## src/cisel_pkg.sv

```systemverilog
// Shared constants and carrier types for the card interface select block.
// Assumes one 40 MHz clock and an 8-bit register port with 16-bit addresses.
package cisel_pkg;

  // ==========================================================================
  // Register port and addresses
  localparam int          ADDR_W       = 16;
  localparam int          DATA_W       = 8;
  localparam logic [15:0] SEL_ADDR     = 16'hfe00;
  localparam logic [15:0] CAUSE_ADDR   = 16'hfe01;
  localparam logic [15:0] IEN_ADDR     = 16'hfe02;
  localparam logic [15:0] SUPPLY_ADDR  = 16'hfe03;
  localparam logic [15:0] ICTL_ADDR    = 16'hfe04;
  localparam logic [15:0] ECTL_ADDR    = 16'hfe05;
  localparam logic [15:0] TXC_ADDR     = 16'hfe06;
  localparam logic [15:0] LEN_ADDR     = 16'hfe07;
  localparam logic [15:0] CLR_ADDR     = 16'hfe08;
  localparam logic [15:0] DIV_ADDR     = 16'hfe09;
  localparam logic [7:0]  RST_BYTE     = 8'h00;

  // ==========================================================================
  // Interface select fields
  localparam int          SEL_ROUTE_LSB  = 2;
  localparam int          SEL_BYPASS_BIT = 1;
  localparam int          ROUTE_INT_BIT  = 1;
  localparam logic [7:0]  SEL_WR_MASK    = 8'h0e;
  localparam logic [1:0]  ROUTE_NONE     = 2'h0;
  localparam logic [1:0]  ROUTE_EXT      = 2'h1;
  localparam int          IF_INT         = 0;
  localparam int          IF_EXT         = 1;

  // ==========================================================================
  // Cause, card control, transmit control and supply fields
  localparam int          CAUSE_LEN_BIT     = 7;
  localparam logic [7:0]  CAUSE_ROC_MASK    = 8'he4;
  localparam int          CTL_IO_OUT_BIT    = 0;
  localparam int          CTL_IO_DIR_BIT    = 1;
  localparam int          CTL_LVL_BIT       = 2;
  localparam int          CTL_STOP_BIT      = 3;
  localparam int          CTL_TXMODE_BIT    = 4;
  localparam int          CTL_IO_SAMPLE_BIT = 5;
  localparam logic [7:0]  CTL_WR_MASK       = 8'h1f;
  localparam int          TXC_SYNC_BIT      = 0;
  localparam int          TXC_DIRECT_BIT    = 7;
  localparam logic [7:0]  TXC_WR_MASK       = 8'h81;
  localparam int          SUPPLY_ON_BIT     = 0;
  localparam logic [7:0]  SUPPLY_WR_MASK    = 8'h01;

  // ==========================================================================
  // Card clock timing
  localparam int          CLK_PERIOD_NS  = 25;
  localparam int          CARD_HALF_NS   = 100;
  localparam logic [7:0]  CARD_HALF_CYC  = 8'((CARD_HALF_NS + CLK_PERIOD_NS - 1) / CLK_PERIOD_NS);

  // ==========================================================================
  // Carriers
  typedef struct packed {
    logic clk;
    logic io_o;
    logic io_oe_n;
  } cisel_pin_s;

  typedef logic [6:0] cisel_ev_t;

endpackage

```

## src/cisel_sync2.sv

```systemverilog
// Two-flop synchroniser for pin levels.
// Assumes the inputs come from outside the clk domain.
module cisel_sync2 #(
  parameter int W = 2
) (
  // Clock and reset
  input  wire logic         clk,
  input  wire logic         rst,
  // Levels
  input  wire logic [W-1:0] d,
  output logic      [W-1:0] q
);
  import cisel_pkg::*;

  logic [W-1:0] meta_ff;
  logic [W-1:0] q_ff;

  // ==========================================================================
  // Stages
  // First stage feeds only the second stage
  always_ff @(posedge clk) begin
    if (rst) begin
      meta_ff <= '1;
      q_ff    <= '1;
    end else begin
      meta_ff <= d;
      q_ff    <= meta_ff;
    end
  end

  assign q = q_ff;

endmodule

```

## src/cisel_clkgen.sv

```systemverilog
// Synchronous card clock generator with stop at a chosen level.
// Assumes half holds the half period in clk cycles; 0 acts as 1.
module cisel_clkgen (
  // Clock and reset
  input  wire logic       clk,
  input  wire logic       rst,
  // Control
  input  wire logic       run,
  input  wire logic [7:0] half,
  input  wire logic       stop,
  input  wire logic       level,
  // Card clock and edge pulses
  output logic            card_clk,
  output logic            rise,
  output logic            fall
);
  import cisel_pkg::*;

  logic [7:0] cnt_ff;
  logic [7:0] nxt_cnt;
  logic       clk_ff;
  logic       nxt_clk;
  logic       park_ff;
  logic       nxt_park;
  logic       rise_ff;
  logic       nxt_rise;
  logic       fall_ff;
  logic       nxt_fall;
  logic       tick;

  assign tick = ({1'b0, cnt_ff} + 9'h001) >= {1'b0, half};

  // ==========================================================================
  // Divider and stop control
  // A stop completes the running phase, never truncates it
  always_comb begin
    nxt_cnt  = cnt_ff;
    nxt_clk  = clk_ff;
    nxt_park = park_ff;
    nxt_rise = 1'b0;
    nxt_fall = 1'b0;
    if (!run) begin
      nxt_cnt  = 8'h00;
      nxt_clk  = 1'b0;
      nxt_park = 1'b0;
    end else if (park_ff) begin
      if (!stop) begin
        nxt_park = 1'b0;
        nxt_cnt  = 8'h00;
        // Restart from high drops low at once
        if (clk_ff) begin
          nxt_clk  = 1'b0;
          nxt_fall = 1'b1;
        end
      end
    end else if (tick) begin
      nxt_cnt = 8'h00;
      if (stop && clk_ff == level) begin
        nxt_park = 1'b1;
      end else begin
        nxt_clk  = !clk_ff;
        nxt_rise = !clk_ff;
        nxt_fall = clk_ff;
      end
    end else begin
      nxt_cnt = cnt_ff + 8'h01;
    end
  end

  always_ff @(posedge clk) begin
    if (rst) begin
      cnt_ff  <= 8'h00;
      clk_ff  <= 1'b0;
      park_ff <= 1'b0;
      rise_ff <= 1'b0;
      fall_ff <= 1'b0;
    end else begin
      cnt_ff  <= nxt_cnt;
      clk_ff  <= nxt_clk;
      park_ff <= nxt_park;
      rise_ff <= nxt_rise;
      fall_ff <= nxt_fall;
    end
  end

  assign card_clk = clk_ff;
  assign rise     = rise_ff;
  assign fall     = fall_ff;

endmodule

```

## src/cisel_top.sv

```systemverilog
// Card interface select, bypass, interrupt cause and sync bit-length control.
// Assumes a one-cycle register strobe port and card pins outside the clk domain.
// Functional notes
// - Route field 00 gives no interface, 01 the external one, 1x the internal one.
// - Writing the route field never powers the card; only the supply register does.
// - With bypass set the UART leaves the IO path and the card control registers drive IO.
// - Reading the cause register clears its clear-on-read bits.
// - Each cause has an enable bit; a clear enable keeps that cause off the interrupt.
// - The cause register takes events only from the selected interface.
// - The direct IO mode bit sits at bit 7 of the transmit control register.
// - With direct IO mode off, sync IO is driven from the transmit FIFO output.
// - With direct IO mode on, sync IO is driven and read through the control registers, not the FIFO.
// - The bit-length counter counts falling card clock edges to a loaded 1..255, then raises its cause; 0 stops it.
// - In sync mode IO is sampled on the rising card clock edge and changes on the falling edge.
// - A cause bit still sets while its enable bit is clear.
module cisel_top (
  // Clock and reset
  input  wire logic                           clk,
  input  wire logic                           rst,
  // Register port
  input  wire logic [cisel_pkg::ADDR_W-1:0]   reg_addr,
  input  wire logic [cisel_pkg::DATA_W-1:0]   reg_wdata,
  input  wire logic                           reg_wr,
  input  wire logic                           reg_rd,
  output logic      [cisel_pkg::DATA_W-1:0]   reg_rdata,
  // Interrupt
  output logic                                card_irq,
  // Card UART
  input  wire logic                           uart_tx,
  output logic                                uart_rx,
  // Transmit FIFO
  input  wire logic                           tx_fifo_bit,
  output logic                                tx_fifo_shift,
  // Interface events
  input  wire cisel_pkg::cisel_ev_t           int_events,
  input  wire cisel_pkg::cisel_ev_t           ext_events,
  // Supply
  output logic                                card_supply_on,
  // Internal card pins
  output cisel_pkg::cisel_pin_s               int_pin,
  input  wire logic                           int_io_i,
  // External card pins
  output cisel_pkg::cisel_pin_s               external_card_io_pin,
  input  wire logic                           external_card_io_i
);
  import cisel_pkg::*;

  // ==========================================================================
  // State
  logic [7:0]  sel_ff, nxt_sel, ien_ff, nxt_ien, cause_ff, nxt_cause;
  logic [7:0]  supply_ff, nxt_supply, txc_ff, nxt_txc, div_ff, nxt_div;
  logic [7:0]  len_max_ff, nxt_len_max, len_cnt_ff, nxt_len_cnt;
  logic [7:0]  rdata_ff, nxt_rdata;
  logic        rx_ff, nxt_rx, shift_ff, nxt_shift;
  logic [7:0]  ctl_ff [2];
  logic [7:0]  nxt_ctl [2];
  logic [7:0]  ctl_rd [2];
  logic [1:0]  sample_ff, nxt_sample;
  cisel_pin_s  pin_ff [2];
  cisel_pin_s  nxt_pin [2];

  logic [1:0]  route, io_s, selected;
  logic        bypass, sync_mode, direct, run, len_active, len_hit;
  logic        card_clk, card_rise, card_fall, act_io;
  logic [7:0]  act_ctl, set, clr;
  cisel_ev_t   ev;
  logic        wr_sel, wr_ien, wr_sup, wr_ictl, wr_ectl, wr_txc, wr_len, wr_clr, wr_div, rd_cause;

  // ==========================================================================
  // Decode
  assign route      = sel_ff[SEL_ROUTE_LSB +: 2];
  assign bypass     = sel_ff[SEL_BYPASS_BIT];
  assign selected[IF_INT] = route[ROUTE_INT_BIT];
  assign selected[IF_EXT] = (route == ROUTE_EXT);
  assign sync_mode  = txc_ff[TXC_SYNC_BIT];
  assign direct     = txc_ff[TXC_DIRECT_BIT];
  assign act_ctl    = selected[IF_INT] ? ctl_ff[IF_INT] : ctl_ff[IF_EXT];
  assign act_io     = selected[IF_INT] ? io_s[IF_INT] : io_s[IF_EXT];
  assign run        = sync_mode && (route != ROUTE_NONE);
  assign len_active = (len_max_ff != 8'h00) && (len_cnt_ff != len_max_ff);

  localparam logic [15:0] SELECT_A = SEL_ADDR;
  assign wr_sel   = reg_wr && reg_addr == SELECT_A;
  assign wr_ien   = reg_wr && reg_addr == IEN_ADDR;
  assign wr_sup   = reg_wr && reg_addr == SUPPLY_ADDR;
  assign wr_ictl  = reg_wr && reg_addr == ICTL_ADDR;
  assign wr_ectl  = reg_wr && reg_addr == ECTL_ADDR;
  assign wr_txc   = reg_wr && reg_addr == TXC_ADDR;
  assign wr_len   = reg_wr && reg_addr == LEN_ADDR;
  assign wr_clr   = reg_wr && reg_addr == CLR_ADDR;
  assign wr_div   = reg_wr && reg_addr == DIV_ADDR;
  assign rd_cause = reg_rd && reg_addr == CAUSE_ADDR;

  cisel_sync2 #(
    .W (2)
  ) u_io_sync (
    .clk (clk),
    .rst (rst),
    .d   ({external_card_io_i, int_io_i}),
    .q   (io_s)
  );

  // Only the selected interface can have a running sync clock
  cisel_clkgen u_clkgen (
    .clk      (clk),
    .rst      (rst),
    .run      (run),
    .half     (div_ff),
    .stop     (act_ctl[CTL_STOP_BIT]),
    .level    (act_ctl[CTL_LVL_BIT]),
    .card_clk (card_clk),
    .rise     (card_rise),
    .fall     (card_fall)
  );

  // ==========================================================================
  // Registers, length counter, causes
  always_comb begin
    nxt_sel     = wr_sel ? (reg_wdata & SEL_WR_MASK) : sel_ff;
    nxt_ien     = wr_ien ? reg_wdata : ien_ff;
    // Card power follows its own register only
    nxt_supply  = wr_sup ? (reg_wdata & SUPPLY_WR_MASK) : supply_ff;
    nxt_txc     = wr_txc ? (reg_wdata & TXC_WR_MASK) : txc_ff;
    nxt_div     = wr_div ? reg_wdata : div_ff;
    nxt_len_max = wr_len ? reg_wdata : len_max_ff;
    nxt_len_cnt = len_cnt_ff;
    len_hit     = 1'b0;
    if (wr_len) begin
      nxt_len_cnt = 8'h00;
    end else if (sync_mode && card_fall && len_active) begin
      nxt_len_cnt = len_cnt_ff + 8'h01;
      len_hit     = (nxt_len_cnt == len_max_ff);
    end
    ev  = selected[IF_INT] ? int_events : (selected[IF_EXT] ? ext_events : '0);
    set = {len_hit, ev};
    clr = (rd_cause ? CAUSE_ROC_MASK : 8'h00) | (wr_clr ? reg_wdata : 8'h00);
    // New events win over a clear in the same cycle; enables never gate setting
    nxt_cause = (cause_ff & ~clr) | set;
    nxt_rdata = 8'h00;
    if (reg_rd) begin
      case (reg_addr)
        SEL_ADDR:    nxt_rdata = sel_ff;
        CAUSE_ADDR:  nxt_rdata = cause_ff;
        IEN_ADDR:    nxt_rdata = ien_ff;
        SUPPLY_ADDR: nxt_rdata = supply_ff;
        ICTL_ADDR:   nxt_rdata = ctl_rd[IF_INT];
        ECTL_ADDR:   nxt_rdata = ctl_rd[IF_EXT];
        TXC_ADDR:    nxt_rdata = txc_ff;
        LEN_ADDR:    nxt_rdata = len_cnt_ff;
        DIV_ADDR:    nxt_rdata = div_ff;
        default:     nxt_rdata = 8'h00;
      endcase
    end
    nxt_rx    = (route == ROUTE_NONE || bypass) ? 1'b1 : act_io;
    nxt_shift = run && !bypass && !direct && card_fall && len_active;
  end

  always_ff @(posedge clk) begin
    if (rst) begin
      sel_ff     <= RST_BYTE;
      ien_ff     <= RST_BYTE;
      cause_ff   <= RST_BYTE;
      supply_ff  <= RST_BYTE;
      txc_ff     <= RST_BYTE;
      div_ff     <= CARD_HALF_CYC;
      len_max_ff <= RST_BYTE;
      len_cnt_ff <= RST_BYTE;
      rdata_ff   <= RST_BYTE;
      rx_ff      <= 1'b1;
      shift_ff   <= 1'b0;
    end else begin
      sel_ff     <= nxt_sel;
      ien_ff     <= nxt_ien;
      cause_ff   <= nxt_cause;
      supply_ff  <= nxt_supply;
      txc_ff     <= nxt_txc;
      div_ff     <= nxt_div;
      len_max_ff <= nxt_len_max;
      len_cnt_ff <= nxt_len_cnt;
      rdata_ff   <= nxt_rdata;
      rx_ff      <= nxt_rx;
      shift_ff   <= nxt_shift;
    end
  end

  // ==========================================================================
  // Per-interface control register and pin drive
  for (genvar i = 0; i < 2; i++) begin : g_if
    logic ctl_wr;
    assign ctl_wr = (i == IF_INT) ? wr_ictl : wr_ectl;

    always_comb begin
      ctl_rd[i]                    = ctl_ff[i];
      ctl_rd[i][CTL_IO_SAMPLE_BIT] = sample_ff[i];
      nxt_ctl[i]    = ctl_wr ? (reg_wdata & CTL_WR_MASK) : ctl_ff[i];
      // Sync input is taken on the rising card edge only
      nxt_sample[i] = (selected[i] && sync_mode) ? (card_rise ? io_s[i] : sample_ff[i]) : io_s[i];
      nxt_pin[i]     = pin_ff[i];
      nxt_pin[i].clk = selected[i] && sync_mode && card_clk;
      if (!selected[i] || bypass || (sync_mode && direct)) begin
        nxt_pin[i].io_o    = ctl_ff[i][CTL_IO_OUT_BIT];
        nxt_pin[i].io_oe_n = !ctl_ff[i][CTL_IO_DIR_BIT];
      end else if (sync_mode) begin
        if (card_fall) begin
          nxt_pin[i].io_o    = tx_fifo_bit;
          nxt_pin[i].io_oe_n = !ctl_ff[i][CTL_TXMODE_BIT];
        end
      end else begin
        // Open-drain UART drive: pull low for a zero only
        nxt_pin[i].io_o    = 1'b0;
        nxt_pin[i].io_oe_n = uart_tx;
      end
    end

    always_ff @(posedge clk) begin
      if (rst) begin
        ctl_ff[i]    <= RST_BYTE;
        sample_ff[i] <= 1'b1;
        pin_ff[i]    <= '{clk: 1'b0, io_o: 1'b0, io_oe_n: 1'b1};
      end else begin
        ctl_ff[i]    <= nxt_ctl[i];
        sample_ff[i] <= nxt_sample[i];
        pin_ff[i]    <= nxt_pin[i];
      end
    end
  end

  // ==========================================================================
  // Outputs
  assign reg_rdata            = rdata_ff;
  assign card_irq             = |(cause_ff & ien_ff);
  assign uart_rx              = rx_ff;
  assign tx_fifo_shift        = shift_ff;
  assign card_supply_on       = supply_ff[SUPPLY_ON_BIT];
  assign int_pin              = pin_ff[IF_INT];
  assign external_card_io_pin = pin_ff[IF_EXT];
endmodule

```

## config.mk

```make
export PLATFORM = sky130hd
export DESIGN_NAME = cisel_top
export DESIGN_NICKNAME = d
export VERILOG_FILES = /design/src/cisel_pkg.sv /design/src/cisel_sync2.sv /design/src/cisel_clkgen.sv /design/src/cisel_top.sv
export SDC_FILE = /design/constraint.sdc
export NUM_CORES = 1
export LEC_CHECK = 0
export ABC_AREA = 1
export BUFFER_PORTS_ARGS = -buffer_cell sky130_fd_sc_hd__buf_2
export CAP_MARGIN = 20
export CORE_UTILIZATION = 58
export CTS_CLUSTER_SIZE = 16
export DETAILED_ROUTE_END_ITERATION = 16
export HOLD_SLACK_MARGIN = 0.12
export PLACE_DENSITY_LB_ADDON = 0.05
export SYNTH_ARGS = -nofsm -noshare
export SYNTH_HDL_FRONTEND = slang
export SYNTH_SLANG_ARGS = --single-unit
```

## constraint.sdc

```tcl
create_clock -name clk -period 2.8 [get_ports clk]
set_input_delay 0.42 -clock clk [delete_from_list [all_inputs] [get_ports clk]]
set_output_delay 0.42 -clock clk [all_outputs]
set_load 0.03 [all_outputs]
```

[Word-level counts from Yosys, hierarchy flattened]
Memories as Yosys holds them, arrays and structs flattened.
Cells that the tools add are included.
Word-level totals
  register bits: 74
  RAM bits: 22
  bits of input ports: 46
  output and inout bits: 18
  logic and storage cells: 149
  memories kept: 2
Cells by class
  add/subtract/negate cells: 3
  order comparisons: 1
  equal/unequal tests: 18
  multiplexer cells: 44
  bitwise operators: 12
  reductions and logical operators: 49
Memory list
  ctl_ff: words 2, width 8, read ports 2, clocked after Yosys merged registers in 0, wr ports 2, RTL line cisel_top.sv:55  | logic [7:0] ctl_ff [2];
  pin_ff: words 2, width 3, read ports 2, clocked after Yosys merged registers in 0, wr ports 2, RTL line cisel_top.sv:59  | cisel_pin_s pin_ff [2];
Operator list (number)
  16-bit == test (second input constant): 10
  8-bit 2-to-1 mux: 9
  8-bit one-hot mux with 9 select lines: 1
  1-bit logical AND: 24
  1-bit 2-to-1 mux: 23
  8-bit by 1-bit adder with 8-bit output (second input constant): 2
  8-bit AND: 2
  8-bit OR: 2
  7-bit 2-to-1 mux: 2
  2-bit 2-to-1 mux: 6
  8-bit by 1-bit adder with 9-bit output (second input constant): 1
  9-bit by 8-bit greater-or-equal comparator with 1-bit output: 1
  1-bit zero test: 9
  8-bit == test: 1
  8-bit inequality test: 1
  8-bit inverter: 1
  8-bit nonzero test: 1
  2-bit OR reduction: 4
  8-bit OR reduction: 1
  3-bit 2-to-1 mux: 2
  2-bit by 1-bit inequality test with 1-bit output (second input constant): 3
  1-bit logical OR: 5
  5-bit OR reduction: 1
  4-bit 2-to-1 mux: 1
  8 further kinds: 14

[Longest topological paths before layout]
Gate-level depths: netlist of run 1.
  depth in word-level cells: 7
  gate-level depth with buffers: 16
  gate-level depth less buffers: 16

[By module]
From an unflattened synthesis of run 1, not the netlist that was laid out.
Second synthesis, totals
  cell total of the unflattened synthesis: 697
  area total of the unflattened synthesis: 4818.4 sq um
By module, submodules not included
  cisel_top: instances 1, cells each 567, area each 3827.4 sq um, sequential area each 1481.4 sq um
  cisel_clkgen: instances 1, cells each 117, area each 874.6 sq um, sequential area each 240.2 sq um
  cisel_sync2: instances 1, cells each 13, area each 116.4 sq um, sequential area each 80.1 sq um

[Worst setup path before layout of run 1]
OpenSTA, ideal clock, no wires.
  kind: flip-flop to flip-flop
  start: register u_clkgen.cnt_ff[0]
  end: register u_clkgen.clk_ff, in the netlist u_clkgen.card_clk
  setup time: 115 ps
  arrival time: 1942 ps
  required time: 2685 ps
  slack: 743 ps
  cell stages (with the launch flop): 12
  buffers on the path: 0
  clock period less this slack: 2057 ps
  cell sequence: dfxtp_1 > ha_1 > nand3_1 > nor2_1 > xor2_1 > ha_1 > a21oi_1 > nand2_1 > nand2_1 > nand3_1 > a21oi_1 > nor2_1
Between the ends
  cells in the longest elaborated chain, start to end: 4
Ends and longest elaborated chain
  start: declaration: RTL line cisel_clkgen.sv:19  | logic [7:0] cnt_ff;
  start signal: assignment: RTL line cisel_clkgen.sv:78  | cnt_ff <= nxt_cnt;
  8-bit by 1-bit adder with 9-bit output: RTL line cisel_clkgen.sv:31  | assign tick = ({1'b0, cnt_ff} + 9'h001) >= {1'b0, half};
  9-bit by 8-bit greater-or-equal comparator with 1-bit output: RTL line cisel_clkgen.sv:31
  2-bit nonzero test (no source line)
  3-bit AND reduction (no source line)
  end signal: assignment: RTL line cisel_clkgen.sv:79  | clk_ff <= nxt_clk;
  end: declaration: RTL line cisel_clkgen.sv:21  | logic clk_ff;
No other way between the ends.
A chain may end at the register's enable or synchronous reset.

[Final worst setup path of run 1]
Ends and elaborated chain as after synthesis.

==> results.json, run 1 <==
{
  "yosys.area.top_type": "dfxtp_1",
  "maxCapViolCount": 0,
  "start_util_pct": 60.6,
  "synthFlopType": "dfxtp_1",
  "synth-edff-count": 0,
  "dr.pass1.iters": 5,
  "critPathMaxFanout": 9,
  "period_needed_ns": 2.41,
  "post_cts.repair.setup_buffers": 0,
  "fin_cells": 857,
  "port_buffers": 63,
  "ys_types": 39,
  "core_area_um2": 7850,
  "cts_tree": "done",
  "gp_congestion": 0.945,
  "synth_top_area_share_pct": 37.9,
  "ys_ff_latch": 90,
  "clock.fmax_mhz": 415,
  "mostFrequentLayoutCell": "nand2_1",
  "synth_nets": 746,
  "path_clk_slew_ns": 0.10,
  "p_sw_w": 0.000621,
  "min_period_over_period_pct": 86.1,
  "clkPwrFrac_pct": 38.9,
  "synth_area_leaders": "dfxtp_1 (38%), nand2_1 (11%), inv_1 (7.3%), a21oi_1 (6.7%), o21ai_0 (6.6%)",
  "power_w": 0.00229,
  "outcome": "finished clean",
  "critPathLaunchType": "flip-flop",
  "synthesis.area_um2": 4760,
  "finalHoldViolCount": 0,
  "die_h_um": 92.6,
  "cts_resized": 0,
  "antenna_found_initial": 0,
  "p_leak_nw": 2.15,
  "pwr-share-comb_pct": 5.1,
  "dp.cells": 841,
  "numCtsBuffers": 9,
  "fin_tns_setup_ns": 0,
  "n_antenna_cell": 0,
  "vias": 4831,
  "routed_wl_um": 13100,
  "crit_path_end_kind": "flip-flop",
  "wire_per_inst_um": 15.3,
  "fin_worst_skew_ns": 0.0130,
  "rsz0062_at_grt": "false",
  "netlist_instances": 690,
  "dieArea_um2": 8570,
  "tightest_slew_ns": 0.652,
  "clock_latency_ns": 0.37,
  "power_frac_seq_pct": 56.0,
  "dpl.hpwl_um": 9940,
  "final_nets": 806,
  "finalSetupViolations": 0,
  "yosysSeqAreaShare_pct": 37.9,
  "power.density_nw_per_um2": 429,
  "ir_drop_mv": 0.299,
  "crit_path_cell_trace": "ha_1, nand3_1, nor2_1, xor2_1, ha_1, a21oi_1, nand2_1, nand2_1, nand3_1, a21oi_1, nor2_1",
  "layout_common_cells": "nand2_1 (139), inv_1 (92), dfxtp_1 (90), a21oi_1 (64)",
  "grt_max_degree": 22,
  "ant_nets": 0,
  "ios": 64,
  "maxSlewViolCount": 0,
  "fin_area_um2": 5340,
  "worstPathRequired_ns": 3.07,
  "h-tree-depth": 3,
  "cp_slowest_stage_delay_ns": 0.39,
  "die_w_um": 92.6,
  "dpl_cell_area_um2": 5140,
  "relSlewSlack_pct": 56.5,
  "p_sw_share_pct": 27.1,
  "crit_path_top_delay_cell": "dfxtp_1",
  "drc_errors": 0,
  "area_delta_synth_final_pct": 12.2,
  "drive_gt1_share_pct": 15.2,
  "clock_sinks": 90,
  "grt_pass1_vias": 4473,
  "post_drt_via_cell_ratio": 5.64,
  "rows": 32,
  "grt_usage_pct": 32.1,
  "hold_buffers": 0,
  "drt_iter0_drc": 220,
  "syn_avg_cell_area_um2": 6.89,
  "grt_pass1_wl_um": 21400,
  "intPower_w": 0.00167,
  "synth-async-reset-ratio_pct": 0,
  "setup.worst_path.class": "reg -> reg",
  "hp-class": "in -> reg",
  "gr-total-overflow": 0,
  "synth_warnings": 0,
  "cts-root-buf": "clkbuf_8",
  "clockBufferDepth": 2,
  "crit_arrival_ns": 2.68
}
-- cells in the mapped netlist (2+ instances only) --
cell type  instances
a21oi_1           64
a21oi_2            2
a221oi_1           2
a31oi_1            6
buf_2              3
buf_4              2
clkbuf_1           9
clkbuf_2           2
dfxtp_1           90
ha_1              10
inv_1             92
inv_2              4
nand2_1          139
nand2_2            3
nand3_1           37
nand3_2            4
nand4_1           27
nor2_1            63
nor2_2             4
nor2_4             6
nor3_1            13
nor4_1             2
o211ai_1          12
o21ai_0           63
o21ai_1            2
o22ai_1            4
or2_2              5
xnor2_1            4
xor2_1             6
-- critical path, delay by kind of cell (launching register included) --
| kind | cells | cell delay (ns) |
|---|---|---|
| xor+xnor | 1 | 0.24 |
| flops | 1 | 0.39 |
| compound gates | 2 | 0.31 |
| fa+ha+maj | 2 | 0.50 |
| simple gates | 6 | 0.88 |
-- layer usage --
metal  vias to the layer above  GRT usage, %  wire length, µm
li1                       2416             -                -
met1                      2214          43.0             5930
met2                       181          52.8             5970
met3                        20          4.19              902
met4                         0          11.3              276
met5                         -             0                0
-- state kept, by name, summed over array words and instances, names as in the netlist, 8 cells and up --
signal / cells
ien_ff: 8
u_clkgen.cnt_ff: 8
cause_ff: 8
ctl_ff: 10
reg_rdata: 8
div_ff: 8
len_max_ff: 8
len_cnt_ff: 8
-- power by group through the flow --
stage | logic [W] | registers (W) | clock network, W
2_1_floorplan | 0.0000535 | 0.00131 | 0
3_3_place_gp | 0.000112 | 0.00131 | 0
3_5_place_dp | 0.000114 | 0.00131 | 0
4_1_cts | 0.000114 | 0.00128 | 0.000895
5_1_grt | 0.000127 | 0.00128 | 0.000946
6_report | 0.000117 | 0.00128 | 0.000891
-- logic make-up (layout without fill, tap and decap cells) --
| group | after synthesis | count (layout) | share of synthesized area (%) |
|---|---|---|---|
| flip-flops | 90 | 90 | 37.9 |
| AND/OR/NAND/NOR | 307 | 307 | 30.0 |
| XOR/XNOR | 10 | 10 | 1.84 |
| buffers and inverters | 115 | 180 | 9.52 |
| AO/OA/AOI/OAI | 158 | 158 | 18.1 |
| adder cells (fa/ha/maj) | 10 | 10 | 2.63 |
-- final timing paths --
path / slack, ns / startpoint / to / cells past startpoint
worst min-delay path: 0.23 / external_card_io_i / u_io_sync.meta_ff[1] / 2
worst max-delay path: 0.39 / u_clkgen.cnt_ff[0] / u_clkgen.card_clk / 11
worst max register to register: 0.39 / u_clkgen.cnt_ff[0] / u_clkgen.card_clk / 11
worst min register to register: 0.43 / u_io_sync.meta_ff[1] / u_io_sync.q[1] / 1
-- cell type report --
cell class / instances / area (µm²)
Tap cell: 102 / 128
Clock buffer: 9 / 124
Timing Repair Buffer: 67 / 345
Inverter: 97 / 364
Fill cell: 713 / 2510
Sequential cell: 90 / 1800
Clock inverter: 7 / 72.6
Multi-Input combinational cell: 485 / 2500
-- metrics by stage --
| stage | hold slack [ns] | worst slack (ns) | util, % |
|---|---|---|---|
| after floorplan | 0.389 | 0.743 | - |
| after detailed placement | 0.405 | 0.450 | 65.5 |
| after global routing | 0.211 | 0.252 | 68.0 |
| after global placement | 0.394 | 0.598 | 65.5 |
| after CTS | 0.221 | 0.431 | 68.0 |
| final | 0.233 | 0.388 | 68.0 |
No activity file was read; power rests on OpenSTA's default activity.
==> inputs of run 2 (changes only) <==
--- a/config.mk
+++ b/config.mk
@@ -9,10 +9,11 @@
 export BUFFER_PORTS_ARGS = -buffer_cell sky130_fd_sc_hd__buf_2
 export CAP_MARGIN = 20
 export CORE_UTILIZATION = 58
-export CTS_CLUSTER_SIZE = 16
+export CTS_CLUSTER_SIZE = 24
 export DETAILED_ROUTE_END_ITERATION = 16
 export HOLD_SLACK_MARGIN = 0.12
 export PLACE_DENSITY_LB_ADDON = 0.05
 export SYNTH_ARGS = -nofsm -noshare
 export SYNTH_HDL_FRONTEND = slang
+export SYNTH_HIERARCHICAL = 1
 export SYNTH_SLANG_ARGS = --single-unit
==> run 2 against run 1 <==
  * First-iteration DRC count increased by 61%
  * Worst hold slack got worse by 0.0063 ns
  * Sequential power about the same
  * Routed wire length increased by 4.7%
  * Clock power increased by 12%
  * Synthesized cell count increased by 1.0%
  * Combinational power decreased by 3%
  * Count of clock-buffer cells in the layout unchanged
  * Area after synthesis increased by 1.3%
  * Critical path type unchanged
  * Highest routed layer unchanged
==> results.json, run 2 <==
{
  "outcome": "finished clean",
  "fin_worst_skew_ns": 0.0116,
  "rsz0062_at_grt": "false",
  "min_to": "u_io_sync/meta_ff[1]",
  "n_antenna_cell": 0,
  "n_fill_cell": 712,
  "die_h_um": 93.1,
  "yosysSeqAreaShare_pct": 37.4,
  "post_drt_via_cell_ratio": 5.70,
  "routed_wl_um": 13700,
  "crit_path_end_kind": "flip-flop",
  "largest_reg_flops": 10,
  "grt_max_degree": 34,
  "worst-r2r-cell-count": 12,
  "ys_types": 42,
  "synth_warnings": 6,
  "layout_common_cells": "nand2_1 (143), dfxtp_1 (90), inv_1 (89), nor2_1 (70), buf_2 (63)",
  "min_from": "external_card_io_i",
  "ys_ff_latch": 90,
  "rrSetupSlack_ns": 0.50,
  "dp_slack_ns": 0.540,
  "regMostFlops": "ctl_ff",
  "cts_resized": 0,
  "maxSlewViolCount": 0,
  "fin_util_pct": 68.9,
  "gr-total-overflow": 0,
  "wire_per_inst_um": 15.8,
  "ios": 64,
  "ir_drop_mv": 0.300,
  "dpl.hpwl_um": 10500,
  "critPathLaunchType": "flip-flop",
  "power.density_nw_per_um2": 441,
  "finalSetupViolations": 0,
  "synth-edff-count": 0,
  "rows": 32,
  "cts_tree": "done",
  "crit_arrival_ns": 2.62,
  "min_period_over_period_pct": 82.3,
  "start_util_pct": 61.1,
  "rr_startpoint": "u_clkgen/cnt_ff[0]",
  "hold_depth": 3,
  "vias": 4934,
  "cts-root-buf": "clkbuf_8",
  "clock_latency_ns": 0.37,
  "tightest_slew_ns": 0.678,
  "maxCapViolCount": 0,
  "syn_avg_cell_area_um2": 6.91,
  "synthFlopType": "dfxtp_1",
  "relSlewSlack_pct": 54.4,
  "yosys-top-cells-count": "nand2_1 (143), dfxtp_1 (90), inv_1 (89)",
  "final_nets": 815,
  "period_needed_ns": 2.30,
  "port_buffers": 63,
  "h-tree-depth": 3,
  "path_clk_slew_ns": 0.10,
  "setup.worst_path.class": "reg -> reg",
  "netlist_instances": 697,
  "gp_congestion": 1.02,
  "fin_tns_setup_ns": 0,
  "grt_pass1_vias": 4401,
  "clock.fmax_mhz": 434,
  "finalHoldViolCount": 0,
  "hp-class": "in -> reg",
  "antenna_found_initial": 0,
  "drive_gt1_share_pct": 15.4,
  "yosys.area.top_type": "dfxtp_1",
  "ant_nets": 0,
  "p_leak_nw": 2.31,
  "clockBufferDepth": 2,
  "post_cts.repair.setup_buffers": 0,
  "grt_pass1_wl_um": 21800,
  "synth_nets": 753,
  "numCtsBuffers": 9,
  "drc_errors": 0,
  "r2r-end": "u_clkgen/card_clk",
  "synthesis.area_um2": 4820,
  "clock_sinks": 90,
  "synth_area_leaders": "dfxtp_1 (37%), nand2_1 (11%), inv_1 (6.9%), nand3_1 (6.0%), nor2_1 (5.5%)",
  "dr.pass1.iters": 7,
  "synth_top_area_share_pct": 37.4,
  "synth-async-reset-ratio_pct": 0,
  "grt_usage_pct": 32.8,
  "core_area_um2": 7890,
  "fin_ws_ns": 0.495,
  "dieArea_um2": 8680,
  "yosysMostFrequentCell": "nand2_1",
  "worstPathRequired_ns": 3.12,
  "die_w_um": 93.1,
  "hold_buffers": 0,
  "area_delta_synth_final_pct": 12.8,
  "mostFrequentLayoutCell": "nand2_1",
  "critPathMaxFanout": 10,
  "drt_iter0_drc": 354
}
-- run 2: routing by layer --
metal | share of wire, % | wire length, µm | up-vias | GRT usage, %
li1 | - | - | 2440 | -
met1 | 44 | 6080 | 2227 | 44.3
met2 | 45 | 6120 | 233 | 51.8
met3 | 8.1 | 1120 | 34 | 6.10
met4 | 2.8 | 384 | 0 | 12.7
met5 | 0 | 0 | - | 0
-- run 2: per-stage QoR --
step / std cells / total power (W) / hold WS, ns / area (µm²)
CTS: 866 / 0.00241 / 0.221 / 5440
global placement: 850 / 0.00142 / 0.392 / 5210
detailed placement: 850 / 0.00142 / 0.394 / 5210
global route: 866 / 0.00247 / 0.234 / 5440
finish: 866 / 0.00240 / 0.227 / 5440
floorplan: 697 / 0.00136 / 0.387 / 4820
-- run 2: cells by family after synthesis --
logic type	share of synthesized area (%)
XOR/XNOR	2.52
AO/OA/AOI/OAI	16.0
flip-flops	37.4
buffers and inverters	9.58
AND/OR/NAND/NOR	31.9
adder cells (fa/ha/maj)	2.60
-- run 2: layout make-up --
type	instances	area, µm²	area share [%]
Timing Repair Buffer	68	353	6.49
Clock inverter	7	100	1.84
Inverter	100	375	6.90
Sequential cell	90	1800	33.1
Multi-Input combinational cell	490	2550	47.0
Clock buffer	9	124	2.28
Tap cell	102	128	2.35
-- run 2: how the worst max path moves through the flow --
stage,start,to
after floorplan,u_clkgen/cnt_ff[0],u_clkgen/card_clk
after global placement,reg_addr[5],div_ff[5]
after detailed placement,u_clkgen/cnt_ff[0],u_clkgen/card_clk
after CTS,u_clkgen/cnt_ff[0],u_clkgen/card_clk
after global routing,u_clkgen/cnt_ff[0],u_clkgen/card_clk
final,u_clkgen/cnt_ff[0],u_clkgen/card_clk
-- run 2: worst max-delay path, stage by stage (launching register included) --
cell and delay, ns:
dfxtp_1 0.42, ha_1 0.24, nand3_2 0.14, nor2_4 0.16, xor2_2 0.20, ha_1 0.28
a21oi_1 0.15, nand2_1 0.09, nand2_2 0.19, nand3_2 0.13, nand3_1 0.10, nand2_1 0.07
nor2_2 0.08
-- run 2: power breakdown --
part	internal (W)	leakage (nW)	switching, W
logic	0.0000353	1.48	0.0000777
registers	0.00128	0.726	0.00000151
clock network	0.000510	0.108	0.000491
==> inputs of run 3 (changes only) <==
--- a/config.mk
+++ b/config.mk
@@ -8,7 +8,7 @@
 export ABC_AREA = 1
 export BUFFER_PORTS_ARGS = -buffer_cell sky130_fd_sc_hd__buf_2
 export CAP_MARGIN = 20
-export CORE_UTILIZATION = 58
+export CORE_UTILIZATION = 52
 export CTS_CLUSTER_SIZE = 24
 export DETAILED_ROUTE_END_ITERATION = 16
 export HOLD_SLACK_MARGIN = 0.12
==> constraint.sdc (replaced) <==
create_clock -name clk -period 2 [get_ports clk]
set_input_delay 0.3 -clock clk [delete_from_list [all_inputs] [get_ports clk]]
set_output_delay 0.3 -clock clk [all_outputs]
set_load 0.03 [all_outputs]
==> run 3 against run 2 <==
  * The flow now finishes with violations (design-rule violations, negative setup slack)
  * Critical path depth increased by 3
  * First-iteration DRC count decreased by 0.85%
  * Total power increased by 47%
  * Worst hold slack got worse by 0.032 ns
  * Non-clock buffer count increased by 37
  * Final area increased by 9.1%
  * Global-route usage decreased by 2.7 points
  * Via count increased by 0.95%
  * Clock skew increased by 0.0023 ns
  * Maximum frequency increased by 6.1%
==> results.json, run 3 (synthesized netlist as in run 2, its figures left out) <==
{
  "mostFrequentLayoutCell": "nand2_1",
  "rr_startpoint": "u_clkgen/cnt_ff[1]",
  "crit_path_end_kind": "flip-flop",
  "wire_per_inst_um": 16.0,
  "grt_pass1_vias": 4533,
  "n_antenna_cell": 0,
  "cts-root-buf": "clkbuf_8",
  "port_buffers": 63,
  "fin_worst_skew_ns": 0.0139,
  "crit_arrival_ns": 2.46,
  "setup.worst_path.class": "reg -> reg",
  "layout_common_cells": "nand2_1 (141), inv_1 (88), dfxtp_1 (87), nor2_1 (70), buf_2 (63)",
  "min_to": "cause_ff[0]",
  "antenna_found_initial": 0,
  "tightest_slew_ns": 0.528,
  "fin_ws_ns": -0.171,
  "grt_pass1_wl_um": 22600,
  "outcome": "complete, but fails checks",
  "power.density_nw_per_um2": 595,
  "ios": 64,
  "final_nets": 852,
  "clock_sinks": 90,
  "worstPathRequired_ns": 2.29,
  "gr-total-overflow": 0,
  "rows": 34,
  "cts_tree": "done",
  "start_util_pct": 54.5,
  "r2r-end": "u_clkgen/cnt_ff[3]",
  "relSlewSlack_pct": 64.5,
  "dieArea_um2": 9660,
  "finalSetupViolations": 9,
  "routed_wl_um": 14600,
  "grt_usage_pct": 30.1,
  "critPathLaunchType": "flip-flop",
  "gp_congestion": 0.962,
  "p_leak_nw": 2.55,
  "period_needed_ns": 2.17,
  "regMostFlops": "ctl_ff",
  "dr.pass1.iters": 13,
  "n_fill_cell": 792,
  "fin_tns_setup_ns": -0.867,
  "hold_ws_ns": 0.195,
  "dpl_cell_area_um2": 5450,
  "largest_reg_flops": 10,
  "dpl.hpwl_um": 10900,
  "area_delta_synth_final_pct": 23.1,
  "min_period_over_period_pct": 109,
  "critPathMaxFanout": 5,
  "die_h_um": 98.3,
  "grt_max_degree": 20,
  "clock.fmax_mhz": 461,
  "path_clk_slew_ns": 0.09,
  "rsz0062_at_grt": "true",
  "vias": 4981,
  "clock_latency_ns": 0.36,
  "drive_gt1_share_pct": 21.0,
  "post_drt_via_cell_ratio": 5.48,
  "drc_errors": 1,
  "power_w": 0.00353,
  "maxCapViolCount": 0,
  "hold_depth": 3,
  "finalHoldViolCount": 0,
  "min_from": "ext_events[0]",
  "fin_area_um2": 5930,
  "ir_drop_mv": 0.389,
  "numCtsBuffers": 9,
  "violations": "design-rule violations, negative setup slack",
  "ant_nets": 0,
  "h-tree-depth": 3,
  "hp-class": "in -> reg",
  "core_area_um2": 8850,
  "die_w_um": 98.3,
  "rrSetupSlack_ns": -0.17,
  "drt_iter0_drc": 351,
  "worst-r2r-cell-count": 15,
  "maxSlewViolCount": 0,
  "clockBufferDepth": 2
}
-- run 3: cell types whose count changed in the layout (fill, tap and decap cells not counted), sizes merged --
cell,delta
clkinv,-1
clkbuf,+1
clkinvlp,-1
buf,+35
dlygate4sd3,+2
bufinv,+1
-- run 3: per-layer routing --
| metal | global-route usage, % | part of all wire [%] |
|---|---|---|
| met5 | 0 | 0 |
| met4 | 9.41 | 2.0 |
| met3 | 3.65 | 6.8 |
| met2 | 49.9 | 47 |
| met1 | 40.9 | 45 |
-- run 3: power breakdown --
group | switching, W | leakage [nW] | internal, W
Combinational | 0.000109 | 1.69 | 0.0000580
Clock | 0.000684 | 0.127 | 0.000881
Sequential | 0.00000218 | 0.728 | 0.00179
-- run 3: how the worst max path moves through the flow --
stage                                   from            endpoint  slack, ns  cells after the start
after floorplan           u_clkgen/cnt_ff[0]   u_clkgen/card_clk      0.005                     14
after global placement    u_clkgen/cnt_ff[0]  u_clkgen/cnt_ff[7]      -0.01                     14
after detailed placement  u_clkgen/cnt_ff[0]  u_clkgen/cnt_ff[7]       -0.1                     14
after CTS                 u_clkgen/cnt_ff[1]  u_clkgen/cnt_ff[6]      0.002                     14
after global routing      u_clkgen/cnt_ff[0]  u_clkgen/cnt_ff[3]      -0.27                     14
final                     u_clkgen/cnt_ff[1]  u_clkgen/cnt_ff[3]      -0.17                     15
-- run 3: timing repair --
item | 4_1_cts | 5_1_grt
resized for setup | 14 | 15
setup endpoints to repair | 7 | 12
pin swaps | 10 | 15
hold endpoints to repair | 2 | 0
buffers inserted | 5 | 1
hold buffers | 2 | 0
-- run 3: area by class of cell --
| type | instances | area (µm²) | share of cell area, % |
|---|---|---|---|
| well taps | 108 | 135 | 2.28 |
| multi-input cells | 490 | 2680 | 45.1 |
| clock inverters | 6 | 120 | 2.03 |
| inverters | 100 | 375 | 6.33 |
| clock buffers | 10 | 138 | 2.32 |
| flip-flops and latches | 90 | 1810 | 30.5 |
| repair buffers | 105 | 676 | 11.4 |
-- run 3: stage by stage --
stage	std cells	worst slack, ns	util (%)
detailed placement	885	-0.0970	61.6
global route	909	-0.270	67.0
CTS	908	0.00200	66.1
global placement	885	-0.0113	61.6
finish	909	-0.171	67.0
floorplan	697	0.00455	-
-- run 3: critical path, cell delays in order (launching register included) --
cell	delay, ns
dfxtp_2	0.37
buf_6	0.11
nand3_4	0.08
nor2_4	0.12
nand2_1	0.08
xor2_1	0.20
inv_2	0.06
ha_1	0.27
nand2_1	0.08
inv_2	0.05
nand2_2	0.08
nand2_2	0.07
nand2_4	0.11
buf_6	0.13
nand4_1	0.10
a21oi_1	0.18
